## src/core/spi_flags_pkg.sv

```systemverilog
// package: register layout, reset value and carrier types of the spi control/status block
package spi_flags_pkg;
    localparam int unsigned REG_WIDTH = 8;
    localparam logic [7:0] SPI_CONTROL_RESET = 8'h06;
    localparam int unsigned BIT_TRANSFER_DONE = 7;
    localparam int unsigned BIT_WRITE_COLLISION = 6;
    localparam int unsigned BIT_MODE_FAULT = 5;
    localparam int unsigned BIT_RECEIVE_OVERRUN = 4;
    localparam int unsigned BIT_SSMODE_HI = 3;
    localparam int unsigned BIT_SSMODE_LO = 2;
    localparam int unsigned BIT_TX_EMPTY = 1;
    localparam int unsigned BIT_PORT_ENABLE = 0;
    localparam logic [1:0] SSMODE_3WIRE = 2'h0;
    localparam logic [1:0] SSMODE_4WIRE_SLAVE = 2'h1;
    localparam logic [1:0] SSMODE_RESET = 2'h1;
    localparam int unsigned BITS_PER_BYTE = 8;

    typedef struct packed {
        logic sck;
        logic mosi;
        logic slave_select_n;
    } spi_pins_in_type;

    typedef struct packed {
        logic sck;
        logic sck_oe;
        logic mosi;
        logic mosi_oe;
        logic miso;
        logic miso_oe;
        logic slave_select_n;
        logic slave_select_n_oe;
    } spi_pins_out_type;
endpackage

```

## src/core/spi_control_status_flags.sv

```systemverilog
// spi control register flags with a minimal byte shift engine
//
// Behaviour
// - transfer_done_flag is set when a byte transfer ends and only software clears it.
// - a data write while the transmit buffer is full sets write_collision_flag.
// - a master-mode collision is slave select low, master_enable high and mode 01.
// - a master-mode collision sets mode_fault_flag until software clears it.
`timescale 1ns/10ps
module spi_control_status_flags (
    input wire logic clk_sys,
    input wire logic resetn,
    input wire logic ctrl_write,
    input wire logic [7:0] ctrl_wdata,
    output logic [7:0] ctrl_rdata,
    input wire logic master_enable,
    input wire logic data_write,
    input wire logic [7:0] data_wdata,
    input wire logic data_read,
    output logic [7:0] data_rdata,
    output logic spi_interrupt,
    input wire spi_flags_pkg::spi_pins_in_type pins_in,
    output spi_flags_pkg::spi_pins_out_type pins_out
);
    import spi_flags_pkg::*;

    // ==========================================
    // reset release
    logic rst_meta;
    logic rst_n;
    always_ff @(posedge clk_sys or negedge resetn) begin
        if (!resetn) begin
            rst_meta <= 1'b0;
            rst_n <= 1'b0;
        end else begin
            rst_meta <= 1'b1;
            rst_n <= rst_meta;
        end
    end

    // ==========================================
    // pin synchronisers
    logic [2:0] sck_sync;
    logic [2:0] mosi_sync;
    logic [2:0] nss_sync;
    logic sck_level;
    logic mosi_level;
    logic nss_level;
    always_ff @(posedge clk_sys or negedge rst_n) begin
        if (!rst_n) begin
            sck_sync <= 3'h0;
            mosi_sync <= 3'h0;
            nss_sync <= 3'h7;
            sck_level <= 1'b0;
            mosi_level <= 1'b0;
            nss_level <= 1'b1;
        end else begin
            sck_sync <= {sck_sync[1:0], pins_in.sck};
            mosi_sync <= {mosi_sync[1:0], pins_in.mosi};
            nss_sync <= {nss_sync[1:0], pins_in.slave_select_n};
            if (sck_sync[1] == sck_sync[2]) begin
                sck_level <= sck_sync[2];
            end
            if (mosi_sync[1] == mosi_sync[2]) begin
                mosi_level <= mosi_sync[2];
            end
            if (nss_sync[1] == nss_sync[2]) begin
                nss_level <= nss_sync[2];
            end
        end
    end

    // ==========================================
    // control fields
    logic port_enable;
    logic [1:0] slave_select_mode;
    always_ff @(posedge clk_sys or negedge rst_n) begin
        if (!rst_n) begin
            port_enable <= SPI_CONTROL_RESET[BIT_PORT_ENABLE];
            slave_select_mode <= SSMODE_RESET;
        end else if (ctrl_write) begin
            port_enable <= ctrl_wdata[BIT_PORT_ENABLE];
            slave_select_mode <= ctrl_wdata[BIT_SSMODE_HI:BIT_SSMODE_LO];
        end
    end

    // ==========================================
    // slave shift engine
    logic sck_prev;
    logic sck_rise;
    logic [7:0] shift;
    logic [2:0] bit_count;
    logic transfer_end;
    logic [7:0] tx_buffer;
    logic transmit_buffer_empty;
    logic rx_full;
    logic slave_active;
    assign sck_rise = sck_level && !sck_prev;
    assign slave_active = port_enable && !master_enable && !nss_level;
    assign transfer_end = slave_active && sck_rise && (bit_count == 3'(BITS_PER_BYTE - 1));
    always_ff @(posedge clk_sys or negedge rst_n) begin
        if (!rst_n) begin
            sck_prev <= 1'b0;
            shift <= 8'h00;
            bit_count <= 3'h0;
        end else begin
            sck_prev <= sck_level;
            if (!slave_active) begin
                bit_count <= 3'h0;
                if (!transmit_buffer_empty) begin
                    shift <= tx_buffer;
                end
            end else if (sck_rise) begin
                shift <= {shift[6:0], mosi_level};
                bit_count <= bit_count + 3'h1;
            end
        end
    end

    always_ff @(posedge clk_sys or negedge rst_n) begin
        if (!rst_n) begin
            tx_buffer <= 8'h00;
            transmit_buffer_empty <= 1'b1;
        end else if (data_write && transmit_buffer_empty) begin
            tx_buffer <= data_wdata;
            transmit_buffer_empty <= 1'b0;
        end else if (!slave_active && !transmit_buffer_empty) begin
            transmit_buffer_empty <= 1'b1;
        end
    end

    always_ff @(posedge clk_sys or negedge rst_n) begin
        if (!rst_n) begin
            data_rdata <= 8'h00;
            rx_full <= 1'b0;
        end else if (transfer_end) begin
            data_rdata <= {shift[6:0], mosi_level};
            rx_full <= 1'b1;
        end else if (data_read) begin
            rx_full <= 1'b0;
        end
    end

    // ==========================================
    // sticky flags, set wins over clear
    logic transfer_done_flag;
    logic write_collision_flag;
    logic mode_fault_flag;
    logic receive_overrun_flag;
    logic mode_collision;
    logic write_collision;
    logic receive_overrun;
    logic clear_transfer_done;
    logic clear_write_collision;
    logic clear_mode_fault;
    logic clear_receive_overrun;
    assign mode_collision = !nss_level && master_enable
        && (slave_select_mode == SSMODE_4WIRE_SLAVE);
    assign write_collision = data_write && !transmit_buffer_empty;
    assign receive_overrun = transfer_end && rx_full;
    // writing zero to a flag bit clears it, writing one leaves it
    assign clear_transfer_done = ctrl_write && !ctrl_wdata[BIT_TRANSFER_DONE];
    assign clear_write_collision = ctrl_write && !ctrl_wdata[BIT_WRITE_COLLISION];
    assign clear_mode_fault = ctrl_write && !ctrl_wdata[BIT_MODE_FAULT];
    assign clear_receive_overrun = ctrl_write && !ctrl_wdata[BIT_RECEIVE_OVERRUN];

    always_ff @(posedge clk_sys or negedge rst_n) begin
        if (!rst_n) begin
            transfer_done_flag <= SPI_CONTROL_RESET[BIT_TRANSFER_DONE];
        end else if (transfer_end) begin
            transfer_done_flag <= 1'b1;
        end else if (clear_transfer_done) begin
            transfer_done_flag <= 1'b0;
        end
    end

    always_ff @(posedge clk_sys or negedge rst_n) begin
        if (!rst_n) begin
            write_collision_flag <= SPI_CONTROL_RESET[BIT_WRITE_COLLISION];
        end else if (write_collision) begin
            write_collision_flag <= 1'b1;
        end else if (clear_write_collision) begin
            write_collision_flag <= 1'b0;
        end
    end

    always_ff @(posedge clk_sys or negedge rst_n) begin
        if (!rst_n) begin
            mode_fault_flag <= SPI_CONTROL_RESET[BIT_MODE_FAULT];
        end else if (mode_collision) begin
            mode_fault_flag <= 1'b1;
        end else if (clear_mode_fault) begin
            mode_fault_flag <= 1'b0;
        end
    end

    always_ff @(posedge clk_sys or negedge rst_n) begin
        if (!rst_n) begin
            receive_overrun_flag <= SPI_CONTROL_RESET[BIT_RECEIVE_OVERRUN];
        end else if (receive_overrun) begin
            receive_overrun_flag <= 1'b1;
        end else if (clear_receive_overrun) begin
            receive_overrun_flag <= 1'b0;
        end
    end

    // ==========================================
    // register readback and outputs
    assign ctrl_rdata = {transfer_done_flag, write_collision_flag, mode_fault_flag,
        receive_overrun_flag, slave_select_mode, transmit_buffer_empty, port_enable};
    assign spi_interrupt = transfer_done_flag || write_collision_flag
        || mode_fault_flag || receive_overrun_flag;

    logic miso_bit;
    always_ff @(posedge clk_sys or negedge rst_n) begin
        if (!rst_n) begin
            miso_bit <= 1'b0;
        end else begin
            miso_bit <= shift[7];
        end
    end

    always_comb begin
        pins_out = '0;
        pins_out.miso = miso_bit;
        pins_out.miso_oe = slave_active;
    end
endmodule

```

## config.mk

```make
export PLATFORM = sky130hd
export DESIGN_NAME = spi_control_status_flags
export DESIGN_NICKNAME = d
export VERILOG_FILES = /design/src/core/spi_flags_pkg.sv /design/src/core/spi_control_status_flags.sv
export SDC_FILE = /design/constraint.sdc
export NUM_CORES = 1
export LEC_CHECK = 0
export BUFFER_PORTS_ARGS = -buffer_cell sky130_fd_sc_hd__clkbuf_2
export CELL_PAD_IN_SITES_DETAIL_PLACEMENT = 1
export CELL_PAD_IN_SITES_GLOBAL_PLACEMENT = 2
export CORE_MARGIN = 2
export CORE_UTILIZATION = 35
export CTS_BUF_LIST = sky130_fd_sc_hd__clkbuf_2 sky130_fd_sc_hd__clkbuf_4 sky130_fd_sc_hd__clkbuf_8
export DETAILED_ROUTE_END_ITERATION = 12
export HOLD_SLACK_MARGIN = 0.12
export PLACE_DENSITY = 0.88
export SYNTH_ARGS = -nofsm -noshare
export SYNTH_HDL_FRONTEND = slang
export SYNTH_SLANG_ARGS = --single-unit
export TNS_END_PERCENT = 30
```

## constraint.sdc

```tcl
create_clock -name clk_sys -period 2 [get_ports clk_sys]
set_input_delay 0.1 -clock clk_sys [delete_from_list [all_inputs] [get_ports clk_sys]]
set_output_delay 0.1 -clock clk_sys [all_outputs]
set_load 0.005 [all_outputs]
```

==> results of run 1 <==
==> power groups by stage <==
stage / Combinational (mW) / Clock [mW] / Sequential, mW
after global placement: 0.231 / 0 / 1.28
after CTS: 0.293 / 0.746 / 1.27
after floorplan: 0.184 / 0 / 1.26
after global routing: 0.326 / 0.795 / 1.29
after detailed placement: 0.244 / 0 / 1.29
final: 0.292 / 0.719 / 1.27
==> state kept, by name (all words and copies together) (netlist names), 2 cells and up <==
| register | cells |
|---|---|
| shift | 8 |
| slave_select_mode | 2 |
| data_rdata | 8 |
| tx_buffer | 8 |
| sck_sync | 3 |
| bit_count | 3 |
| mosi_sync | 3 |
| nss_sync | 3 |
==> cells in the final DEF (no fill, tap or decap), types with 2 or more instances in the layout <==
| cell | netlist | layout |
|---|---|---|
| o21ai_0 | 5 | 5 |
| or3_2 | 2 | 2 |
| buf_4 | 14 | 2 |
| a21oi_1 | 2 | 2 |
| maj3_1 | 3 | 3 |
| dfstp_2 | 6 | 6 |
| mux2_2 | 11 | 11 |
| nand2_1 | 7 | 7 |
| clkbuf_2 | 1 | 42 |
| o221a_2 | 2 | 2 |
| nand2b_1 | 2 | 2 |
| inv_1 | 3 | 3 |
| mux2_4 | 8 | 8 |
| clkbuf_8 | 0 | 5 |
| conb_1 | 2 | 7 |
| o221a_1 | 6 | 6 |
| ha_1 | 2 | 2 |
| dlygate4sd3_1 | 0 | 26 |
| or3_1 | 6 | 6 |
| dfrtp_1 | 46 | 45 |
==> synthesized netlist by cell type (2+ instances only) <==
library cell / n
or3_1: 6
dfrtp_1: 46
conb_1: 2
nand2b_1: 2
inv_1: 3
o21ai_0: 5
mux2_4: 8
mux2_2: 11
ha_1: 2
maj3_1: 3
o221a_1: 6
dfstp_2: 6
or3_2: 2
buf_4: 14
nand2_1: 7
a21oi_1: 2
o221a_2: 2
==> logic make-up (layout without fill, tap and decap cells) <==
group | Yosys count | after routing | synth area share [%]
other cells | 2 | 7 | 0.359
xor+xnor | 1 | 1 | 0.418
fa+ha+maj | 5 | 5 | 2.63
compound gates | 17 | 17 | 6.69
flops | 52 | 52 | 62.5
simple gates | 25 | 25 | 7.47
buf+inv | 22 | 83 | 7.77
mux | 20 | 20 | 12.1
==> per-stage QoR <==
step | area (um2) | total power, mW | instances
6_report | 2680 | 2.28 | 285
2_1_floorplan | 2110 | 1.45 | 149
3_3_place_gp | 2310 | 1.51 | 251
4_1_cts | 2680 | 2.31 | 285
3_5_place_dp | 2310 | 1.53 | 251
5_1_grt | 2680 | 2.41 | 285
==> area by class of cell <==
cell class	count	area, um2	area share (%)
Clock buffer	5	68.8	2.57
Clock inverter	3	42.5	1.59
Inverter	4	17.5	0.654
Multi-Input combinational cell	75	641	23.9
Sequential cell	52	1310	48.9
Tap cell	75	93.8	3.50
Timing Repair Buffer	71	505	18.9
==> how the worst max path moves through the flow <==
stage	start	to	cells past startpoint	slack [ns]
5_1_grt	nss_level	data_rdata[1]	4	0.23
2_1_floorplan	nss_level	shift[0]	4	0.43
3_3_place_gp	nss_level	data_rdata[0]	4	0.33
4_1_cts	nss_level	data_rdata[1]	4	0.27
3_5_place_dp	nss_level	data_rdata[3]	4	0.29
6_report	nss_level	data_rdata[1]	4	0.29
==> layer usage <==
layer	track usage, %	share of wire (%)	wire length (um)	up-vias
li1	-	-	-	611
met1	17.2	44	1850	664
met2	22.9	50	2100	36
met3	3.56	4.9	205	2
met4	5.08	0.81	34	0
met5	0	0	0	-
==> worst max-delay path, stage by stage (launching register included) <==
cell	delay (ns)
dfstp_2	0.39
or3b_4	0.47
inv_4	0.10
and3_4	0.31
mux2_4	0.32
==> key figures, run 1 <==
Run status
  – Status: finished clean

Hold path
  – Hold endpoint: bit_count[1]
  – Hold Crit Start: master_enable
  – Hold depth: 3
  – Min-delay worst type: in2reg

Synthesis
  – Largest cells by area after synthesis: dfrtp_1 55%, dfstp_2 7.5%, mux2_2 5.9%, mux2_4 5.7%, buf_4 5.0%
  – Synth Register Bits: 52
  – Synth Warn #: 0
  – Post-synth cell types: 34
  – Synth top area share: between 50% and 60%
  – Synth Flop Type: dfrtp_1
  – Syn Inst Count: roughly 140
  – Register area share after synthesis: 62.5%
  – Avg Inst Size Synth: 14.5 um2
  – Ys async rst share: 100%
  – Synth area leader: dfrtp_1
  – Post-synth EDFFs: 0
  – Post-synthesis cell area: 2090 um2

STA
  – Worst slew pin tran: just over 0.6 ns
  – Endpoints failing setup: 0
  – RSZ-0062 raised after global routing: false
  – Worst Setup Slack, final: 0.293 ns
  – Clock Skews: about 0.015 ns
  – Max Clock Freq: 586 MHz
  – Tcrit/Tclk final: 85.4%
  – Setup TNS: 0 ns
  – Pins Over Slew Limit: 0
  – WHS: 0.216 ns
  – Slew headroom: 58.5%
  – Final Hold Fails: 0
  – Min cycle time layout: between 1.5 and 2 ns

Global route
  – Gr ovfl total: 0
  – First-pass GRT wire length: 6680 um
  – Initial antenna violation count: 0
  – Number of global-route vias before repair: 1345
  – Total GRT Usage: 13.8%
  – Largest net degree at the start of global routing: 28

Layout
  – Fill count: 613
  – N_diodes: 0
  – Synth-to-layout area growth: 28.0%
  – Post-Route Utilization: approximately 46%
  – Final Net Count: 236
  – Layout cells sized above 1: 41.0%

Floorplanning
  – Ports: 50
  – Core area: slightly below 6000 um2
  – FP Rows: 28
  – Starting Density: ~36%
  – Height of the die: 81.3 um
  – Die area: 6620 um2
  – Die Wd: 81.3 um

Clock tree
  – Cts hold-fix bufs: 26
  – Clock sinks: 52
  – Post-CTS Resized: 0
  – Clock transition at path regs: roughly 0.090 ns
  – Clk Latency, worst-skew pair: 0.31 ns
  – Root Buffer: clkbuf_8
  – Clk buf depth: 2
  – H-tree Lvls: 2
  – TritonCTS clock tree: built
  – Post-CTS Setup Repair Bufs: 0
  – Cts bufs inserted: 5

Route
  – DRC Markers: 0
  – Routed WL per cell: 14.7 um
  – First drt pass iteration count: 4
  – Vias: 1313
  – Post-DRT Antenna Nets: 0
  – Initial DRC count: 74
  – Via/cell ratio: 4.61
  – Overall routed net length: 4180 um

Pwr
  – Net Sw Frac: approximately a quarter
  – Sw power: 0.553 mW
  – Combinational power share: 12.8%
  – Pleak: approximately 1.3 nW
  – Power Density: 851 nW/um2
  – Clk pwr share: between 30% and 40%
  – Sequential power share: 55.7%
  – Cell internal pwr: between 1.5 and 2 mW
  – VDD IR max: 0.400 mV

Place
  – IO buf count: 42
  – Dpl hpwl: around 2800 um
  – Dpl ws: 0.288 ns
  – GPL Wtd Cong: 0.734

Setup path
  – Register-to-Register Setup Slack: between 0.2 and 0.3 ns
  – Setup CP Type: reg2reg
  – Worst path arrival time: 1.89 ns
  – CP Launch Type: flip-flop
  – Crit-path max FO: 14
  – Worst r2r path cells: 4
  – Setup crit end kind: flip-flop
  – Crit Reg-Reg Startpoint: nss_level
  – WP data required: between 2 and 2.5 ns
  – FF-to-FF End: data_rdata[1]

Flow run
  – Max cap viols: 0
No activity file was read; power rests on OpenSTA's default activity.
==> inputs of run 2 (changes only) <==
- clock period: 2 -> 1.9 ns (I/O delays scaled with it)
==> key figures, run 2 (same netlist as run 1, synthesis figures left out) <==
Pwr
  – Power Density: 865 nW/um2 (was 851 nW/um2)
  – Pleak: 1.25 nW (was 1.26 nW)
  – VDD IR max: 0.425 mV (was 0.400 mV)

Global route
  – Total GRT Usage: 13.7% (was 13.8%)
  – Gr ovfl total: 0 (unchanged)
  – Number of global-route vias before repair: 1413 (was 1345)
  – First-pass GRT wire length: 6620 um (was 6680 um)
  – Initial antenna violation count: 0 (unchanged)
  – Largest net degree at the start of global routing: 26 (was 28)

Place
  – GPL Wtd Cong: 0.732 (was 0.734)
  – Dpl ws: 0.193 ns (was 0.288 ns)
  – IO buf count: 42 (unchanged)
  – Dpl hpwl: 2870 um (was 2800 um)
  – Inst Count DP: 252 (was 251)

Route
  – Overall routed net length: 4010 um (was 4180 um)
  – Via/cell ratio: 4.60 (was 4.61)
  – Post-DRT Antenna Nets: 0 (unchanged)
  – Initial DRC count: 66 (was 74)
  – First drt pass iteration count: 2 (was 4)
  – Routed WL per cell: 14.0 um (was 14.7 um)
  – DRC Markers: 0 (unchanged)
  – Vias: 1316 (was 1313)

Setup path
  – Worst path arrival time: 1.89 ns (about the same)
  – CP Launch Type: flip-flop (unchanged)
  – WP data required: 2.09 ns (was 2.19 ns)
  – Critical path origin: port_enable (was nss_level)
  – Crit-path max FO: 14 (unchanged)
  – Crit Reg-Reg Startpoint: port_enable (was nss_level)
  – Setup crit end kind: flip-flop (unchanged)
  – Setup CP Type: reg2reg (unchanged)

Clock tree
  – Root Buffer: clkbuf_8 (unchanged)
  – TritonCTS clock tree: built (unchanged)
  – Clk buf depth: 2 (unchanged)
  – Clk Latency, worst-skew pair: 0.31 ns (about the same)
  – Post-CTS Setup Repair Bufs: 0 (unchanged)
  – Clock sinks: 52 (unchanged)
  – Clock transition at path regs: 0.09 ns (about the same)
  – H-tree Lvls: 2 (unchanged)
  – Cts bufs inserted: 5 (unchanged)

Layout
  – Layout cells sized above 1: 41.2% (was 41.0%)
  – N_diodes: 0 (unchanged)
  – Post-Route Utilization: 45.5% (was 45.8%)
  – Final Net Count: 237 (was 236)
  – Commonest non-fill, non-tap cell in the layout: dfrtp_1 (unchanged)
  – Post-Layout Cell Count: 286 (was 285)
  – Top Registers: data_rdata (8), shift (8), tx_buffer (8) (unchanged)
  – Most used cells in the layout excluding fill and tap cells: 45 x dfrtp_1, 42 x clkbuf_2, 26 x dlygate4sd3_1, 11 x mux2_2, 8 x mux2_4 (unchanged)
  – Synth-to-layout area growth: 27.1% (was 28.0%)

STA
  – Final Hold Fails: 0 (unchanged)
  – Worst Setup Slack, final: 0.200 ns (was 0.293 ns)
  – Setup TNS: 0 ns (unchanged)
  – Worst slew pin tran: 0.531 ns (was 0.622 ns)
  – Tcrit/Tclk final: 89.5% (was 85.4%)
  – Slew headroom: 64.6% (was 58.5%)
  – Endpoints failing setup: 0 (unchanged)
  – Max Clock Freq: 588 MHz (was 586 MHz)
  – Pins Over Slew Limit: 0 (unchanged)
  – Clock Skews: 0.0100 ns (was 0.0149 ns)
  – RSZ-0062 raised after global routing: false (unchanged)
  – Min cycle time layout: 1.70 ns (was 1.71 ns)

Hold path
  – Hold Crit Start: master_enable (unchanged)
  – Min-delay worst type: in2reg (unchanged)

Floorplanning
  – Die area: 6620 um2 (unchanged)
  – Height of the die: 81.3 um (unchanged)
  – Starting Density: 35.8% (unchanged)
  – Die Wd: 81.3 um (unchanged)
  – FP Rows: 28 (unchanged)
  – Ports: 50 (unchanged)
  – Core area: 5850 um2 (unchanged)

Flow run
  – Max cap viols: 0 (unchanged)

Run status
  – Status: finished clean (unchanged)
run 2: path summary, 6_finish.rpt:
kind	to	slack (ns)	depth (start not counted)
worst min-delay path	bit_count[2]	0.20	3
min in group asynchronous	data_rdata[1]	0.25	0
worst min register to register	data_rdata[1]	0.25	0
worst max register to register	data_rdata[5]	0.20	4
max in group asynchronous	tx_buffer[5]	1.05	1
worst max-delay path	data_rdata[5]	0.20	4
run 2: layer usage:
layer | up-vias | wire, um | GRT usage (%)
met2 | 38 | 2010 | 23.2
li1 | 613 | - | -
met3 | 6 | 211 | 3.67
met1 | 659 | 1710 | 16.3
met5 | - | 0 | 0
met4 | 0 | 72 | 6.10
run 2: layout make-up:
cell class                      instances  area [um2]
Clock buffer                            7        90.1
Fill cell                             613        3190
Clock inverter                          1        7.51
Sequential cell                        52        1310
Timing Repair Buffer                   72         500
Tap cell                               75        93.8
Multi-Input combinational cell         75         641
Inverter                                4        17.5
run 2: worst max-delay path: stages (launching register included):
cell	delay (ns)
dfrtp_1	0.37
or3b_4	0.48
inv_4	0.10
and3_4	0.31
mux2_4	0.32
run 2: repair_timing:
item	CTS	global route
hold buffers	26	0
gates resized for setup	0	0
hold endpoints to repair	21	0
run 2: where the power goes:
| group | switching, mW | leakage [nW] | internal [mW] |
|---|---|---|---|
| registers | 0.0911 | 0.627 | 1.24 |
| logic | 0.114 | 0.577 | 0.188 |
| clock network | 0.358 | 0.0479 | 0.311 |
| total | 0.564 | 1.25 | 1.74 |
run 2: stage by stage:
step                      hold WS (ns)  power [mW]  instance area (um2)
after floorplan                 -0.201        1.52                 2110
after global placement          -0.116        1.59                 2300
after detailed placement        -0.115        1.61                 2300
after CTS                        0.208        2.33                 2660
after global routing             0.223        2.43                 2660
final                            0.205        2.30                 2660
==> inputs of run 3 (changes only) <==
- ABC_AREA: unset -> 1
- CORE_MARGIN: 2 -> 4
- CORE_UTILIZATION: 35 -> 34
- PLACE_DENSITY: 0.88 -> 0.92
==> key figures, run 3 <==
Run status
  – Status: finished clean (unchanged)

Setup path
  – Setup crit end kind: flip-flop (unchanged)
  – Crit-path max FO: 1 (was 14)
  – Delay-heaviest family, CP: buffers and inverters (was simple AND/OR/NAND/NOR gates)
  – WP data required: 2.13 ns (was 2.09 ns)
  – CP most frequent cell: dlygate4sd3_1
  – CP Cell Sequence: dlygate4sd3_1 > clkbuf_2 > nand2_1 > dlygate4sd3_1 > nand2_1 > dlygate4sd3_1 (was or3b_4 > inv_4 > and3_4 > mux2_4)
  – Slowest CP cell: dlygate4sd3_1 (was or3b_4)
  – Worst path arrival time: 2.07 ns (was 1.89 ns)
  – CP peak stage delay: 0.59 ns (was 0.48 ns)
  – CP Launch Type: input pin (was flip-flop)
  – Setup CP Type: in2reg (was reg2reg)
  – WP buf/inv: 4 (was 1)

Route
  – Routed WL per cell: 13.6 um (was 14.0 um)
  – Highest Signal Layer: met4 (unchanged)
  – Met2 WL post-DR: 2420 um (was 2010 um)
  – Vias: 1689 (was 1316)
  – Initial DRC count: 56 (was 66)
  – Post-DRT Antenna Nets: 0 (unchanged)
  – Overall routed net length: 4970 um (was 4010 um)
  – WL met3: 238 um (was 211 um)
  – M1 WL: 2270 um (was 1710 um)
  – Via/cell ratio: 4.60 (about the same)
  – First drt pass iteration count: 4 (was 2)
  – DRC Markers: 0 (unchanged)

STA
  – Tcrit/Tclk final: 96.9% (was 89.5%)
  – Slew headroom: 60.5% (was 64.6%)
  – Pins Over Slew Limit: 0 (unchanged)
  – Endpoints failing setup: 0 (unchanged)
  – WHS: 0.190 ns (was 0.205 ns)
  – Max Clock Freq: 543 MHz (was 588 MHz)
  – Final Hold Fails: 0 (unchanged)
  – Clock Skews: 0.00614 ns (was 0.0100 ns)
  – RSZ-0062 raised after global routing: false (unchanged)
  – Worst slew pin tran: 0.592 ns (was 0.531 ns)
  – Setup TNS: 0 ns (unchanged)
  – Min cycle time layout: 1.84 ns (was 1.70 ns)
  – Worst Setup Slack, final: 0.0595 ns (was 0.200 ns)

Synthesis
  – Top-count cell post-synth: nand2_1 (was dfrtp_1)
  – Avg Inst Size Synth: 9.98 um2 (was 14.5 um2)
  – Most frequent cells after synthesis: 88 x nand2_1, 46 x dfrtp_1, 19 x nand3_1 (was 46 x dfrtp_1, 14 x buf_4, 11 x mux2_2)
  – Post-synth EDFFs: 0 (unchanged)
  – Ys async rst share: 100% (unchanged)
  – Post-synthesis cell area: 2220 um2 (was 2090 um2)
  – Syn Inst Count: 223 (was 144)
  – Post-synth cell types: 23 (was 34)
  – Register area share after synthesis: 58.8% (was 62.5%)
  – Synth top area share: 51.7% (was 55.0%)
  – Synth Register Bits: 52 (unchanged)
  – Synth Warn #: 0 (unchanged)
  – Synth Flop Type: dfrtp_1 (unchanged)
  – Synth area leader: dfrtp_1 (unchanged)
  – Largest cells by area after synthesis: dfrtp_1 52%, nand2_1 15%, dfstp_2 7.1%, buf_4 5.1%, nand3_1 4.3% (was dfrtp_1 55%, dfstp_2 7.5%, mux2_2 5.9%, mux2_4 5.7%, buf_4 5.0%)

Clock tree
  – Cts bufs inserted: 5 (unchanged)
  – Post-CTS Setup Repair Bufs: 0 (unchanged)
  – Clock sinks: 52 (unchanged)
  – Clk Latency, worst-skew pair: 0.30 ns (was 0.31 ns)
  – Root Buffer: clkbuf_8 (unchanged)
  – Clk buf depth: 2 (unchanged)
  – TritonCTS clock tree: built (unchanged)
  – Clock transition at path regs: 0.09 ns (about the same)
  – H-tree Lvls: 2 (unchanged)

Floorplanning
  – Height of the die: 88.9 um (was 81.3 um)
  – FP Rows: 29 (was 28)
  – Starting Density: 35.0% (was 35.8%)
  – Core area: 6350 um2 (was 5850 um2)
  – Die area: 7900 um2 (was 6620 um2)
  – Ports: 50 (unchanged)
  – Die Wd: 88.9 um (was 81.3 um)

Layout
  – Final Net Count: 316 (was 237)
  – Top Registers: data_rdata (8), shift (8), tx_buffer (8) (unchanged)
  – Synth-to-layout area growth: 27.1% (about the same)
  – Most used cells in the layout excluding fill and tap cells: 88 x nand2_1, 45 x dfrtp_1, 42 x clkbuf_2, 28 x dlygate4sd3_1, 19 x nand3_1 (was 45 x dfrtp_1, 42 x clkbuf_2, 26 x dlygate4sd3_1, 11 x mux2_2, 8 x mux2_4)
  – Fill count: 725 (was 613)
  – N_diodes: 0 (unchanged)
  – Commonest non-fill, non-tap cell in the layout: nand2_1 (was dfrtp_1)
  – Layout cells sized above 1: 23.8% (was 41.2%)

Pwr
  – Pleak: 1.49 nW (was 1.25 nW)
  – Power Density: 1020 nW/um2 (was 865 nW/um2)
  – VDD IR max: 0.597 mV (was 0.425 mV)

Global route
  – Gr ovfl total: 0 (unchanged)
  – Number of global-route vias before repair: 1758 (was 1413)
  – Total GRT Usage: 14.3% (was 13.7%)
  – Initial antenna violation count: 0 (unchanged)
  – Largest net degree at the start of global routing: 27 (was 26)
  – First-pass GRT wire length: 8630 um (was 6620 um)

Place
  – GPL Wtd Cong: 0.743 (was 0.732)
  – Dpl hpwl: 3450 um (was 2870 um)
  – IO buf count: 42 (unchanged)
  – Dpl ws: 0.391 ns (was 0.193 ns)

Hold path
  – Min-delay worst type: in2reg (unchanged)

Flow run
  – Max cap viols: 0 (unchanged)
==> run 3: final timing paths <==
path,start,end,slack (ns),cells after the start
max,ctrl_wdata[2],slave_select_mode[0],0.06,6
min,master_enable,mode_fault_flag,0.19,3
max reg2reg,nss_level,bit_count[0],0.35,5
min reg2reg,rst_n,port_enable,0.28,0
max in group asynchronous,rst_n,transmit_buffer_empty,1.02,1
min in group asynchronous,rst_n,port_enable,0.28,0
==> run 3: repair_timing <==
item / in CTS / in global routing
hold endpoints to repair: 21 / 0
endpoints found under the setup margin: 0 / 0
hold buffers: 28 / 0
resized for setup: 0 / 0
==> run 3: where the power goes <==
group / leakage [nW] / switching [mW] / internal [mW]
registers: 0.648 / 0.163 / 1.33
logic: 0.787 / 0.389 / 0.296
clock network: 0.0549 / 0.348 / 0.347
==> run 3: tightest hold or removal path, delay by kind of cell <==
family                 cells  cell delay, ns
AOI/OAI and AO/OA          1            0.08
buffers and inverters      2            0.28
==> run 3: area by class of cell <==
type	instances	area, um2	area share (%)
Inverter	9	33.8	1.19
Timing Repair Buffer	72	518	18.3
Multi-Input combinational cell	149	766	27.1
Tap cell	77	96.3	3.41
Clock buffer	8	104	3.67
Sequential cell	52	1310	46.3
==> run 3: stage by stage <==
stage	cell area (um2)	power, mW	std cells	util (%)
5_1_grt	2830	3.10	367	44.5
6_report	2830	2.88	367	44.5
4_1_cts	2830	2.92	367	44.5
2_1_floorplan	2240	1.97	228	-
3_3_place_gp	2440	2.11	331	38.5
3_5_place_dp	2440	2.15	331	38.5
==> run 3: kinds of logic (layout without fill, tap and decap cells) <==
logic type               Yosys count  after routing  share of synthesized area [%]
other                              2              7                          0.338
buffers and inverters             27             89                           7.59
AND/OR/NAND/NOR                  127            127                           28.5
flip-flops                        52             52                           58.8
AO/OA/AOI/OAI                     10             10                           2.25
adder cells (fa/ha/maj)            5              5                           2.47
==> run 3: metal layers <==
metal,vias to the layer above,global-route usage [%]
met5,-,0
met4,0,5.36
met3,4,2.30
met2,37,23.0
met1,822,19.4
li1,826,-
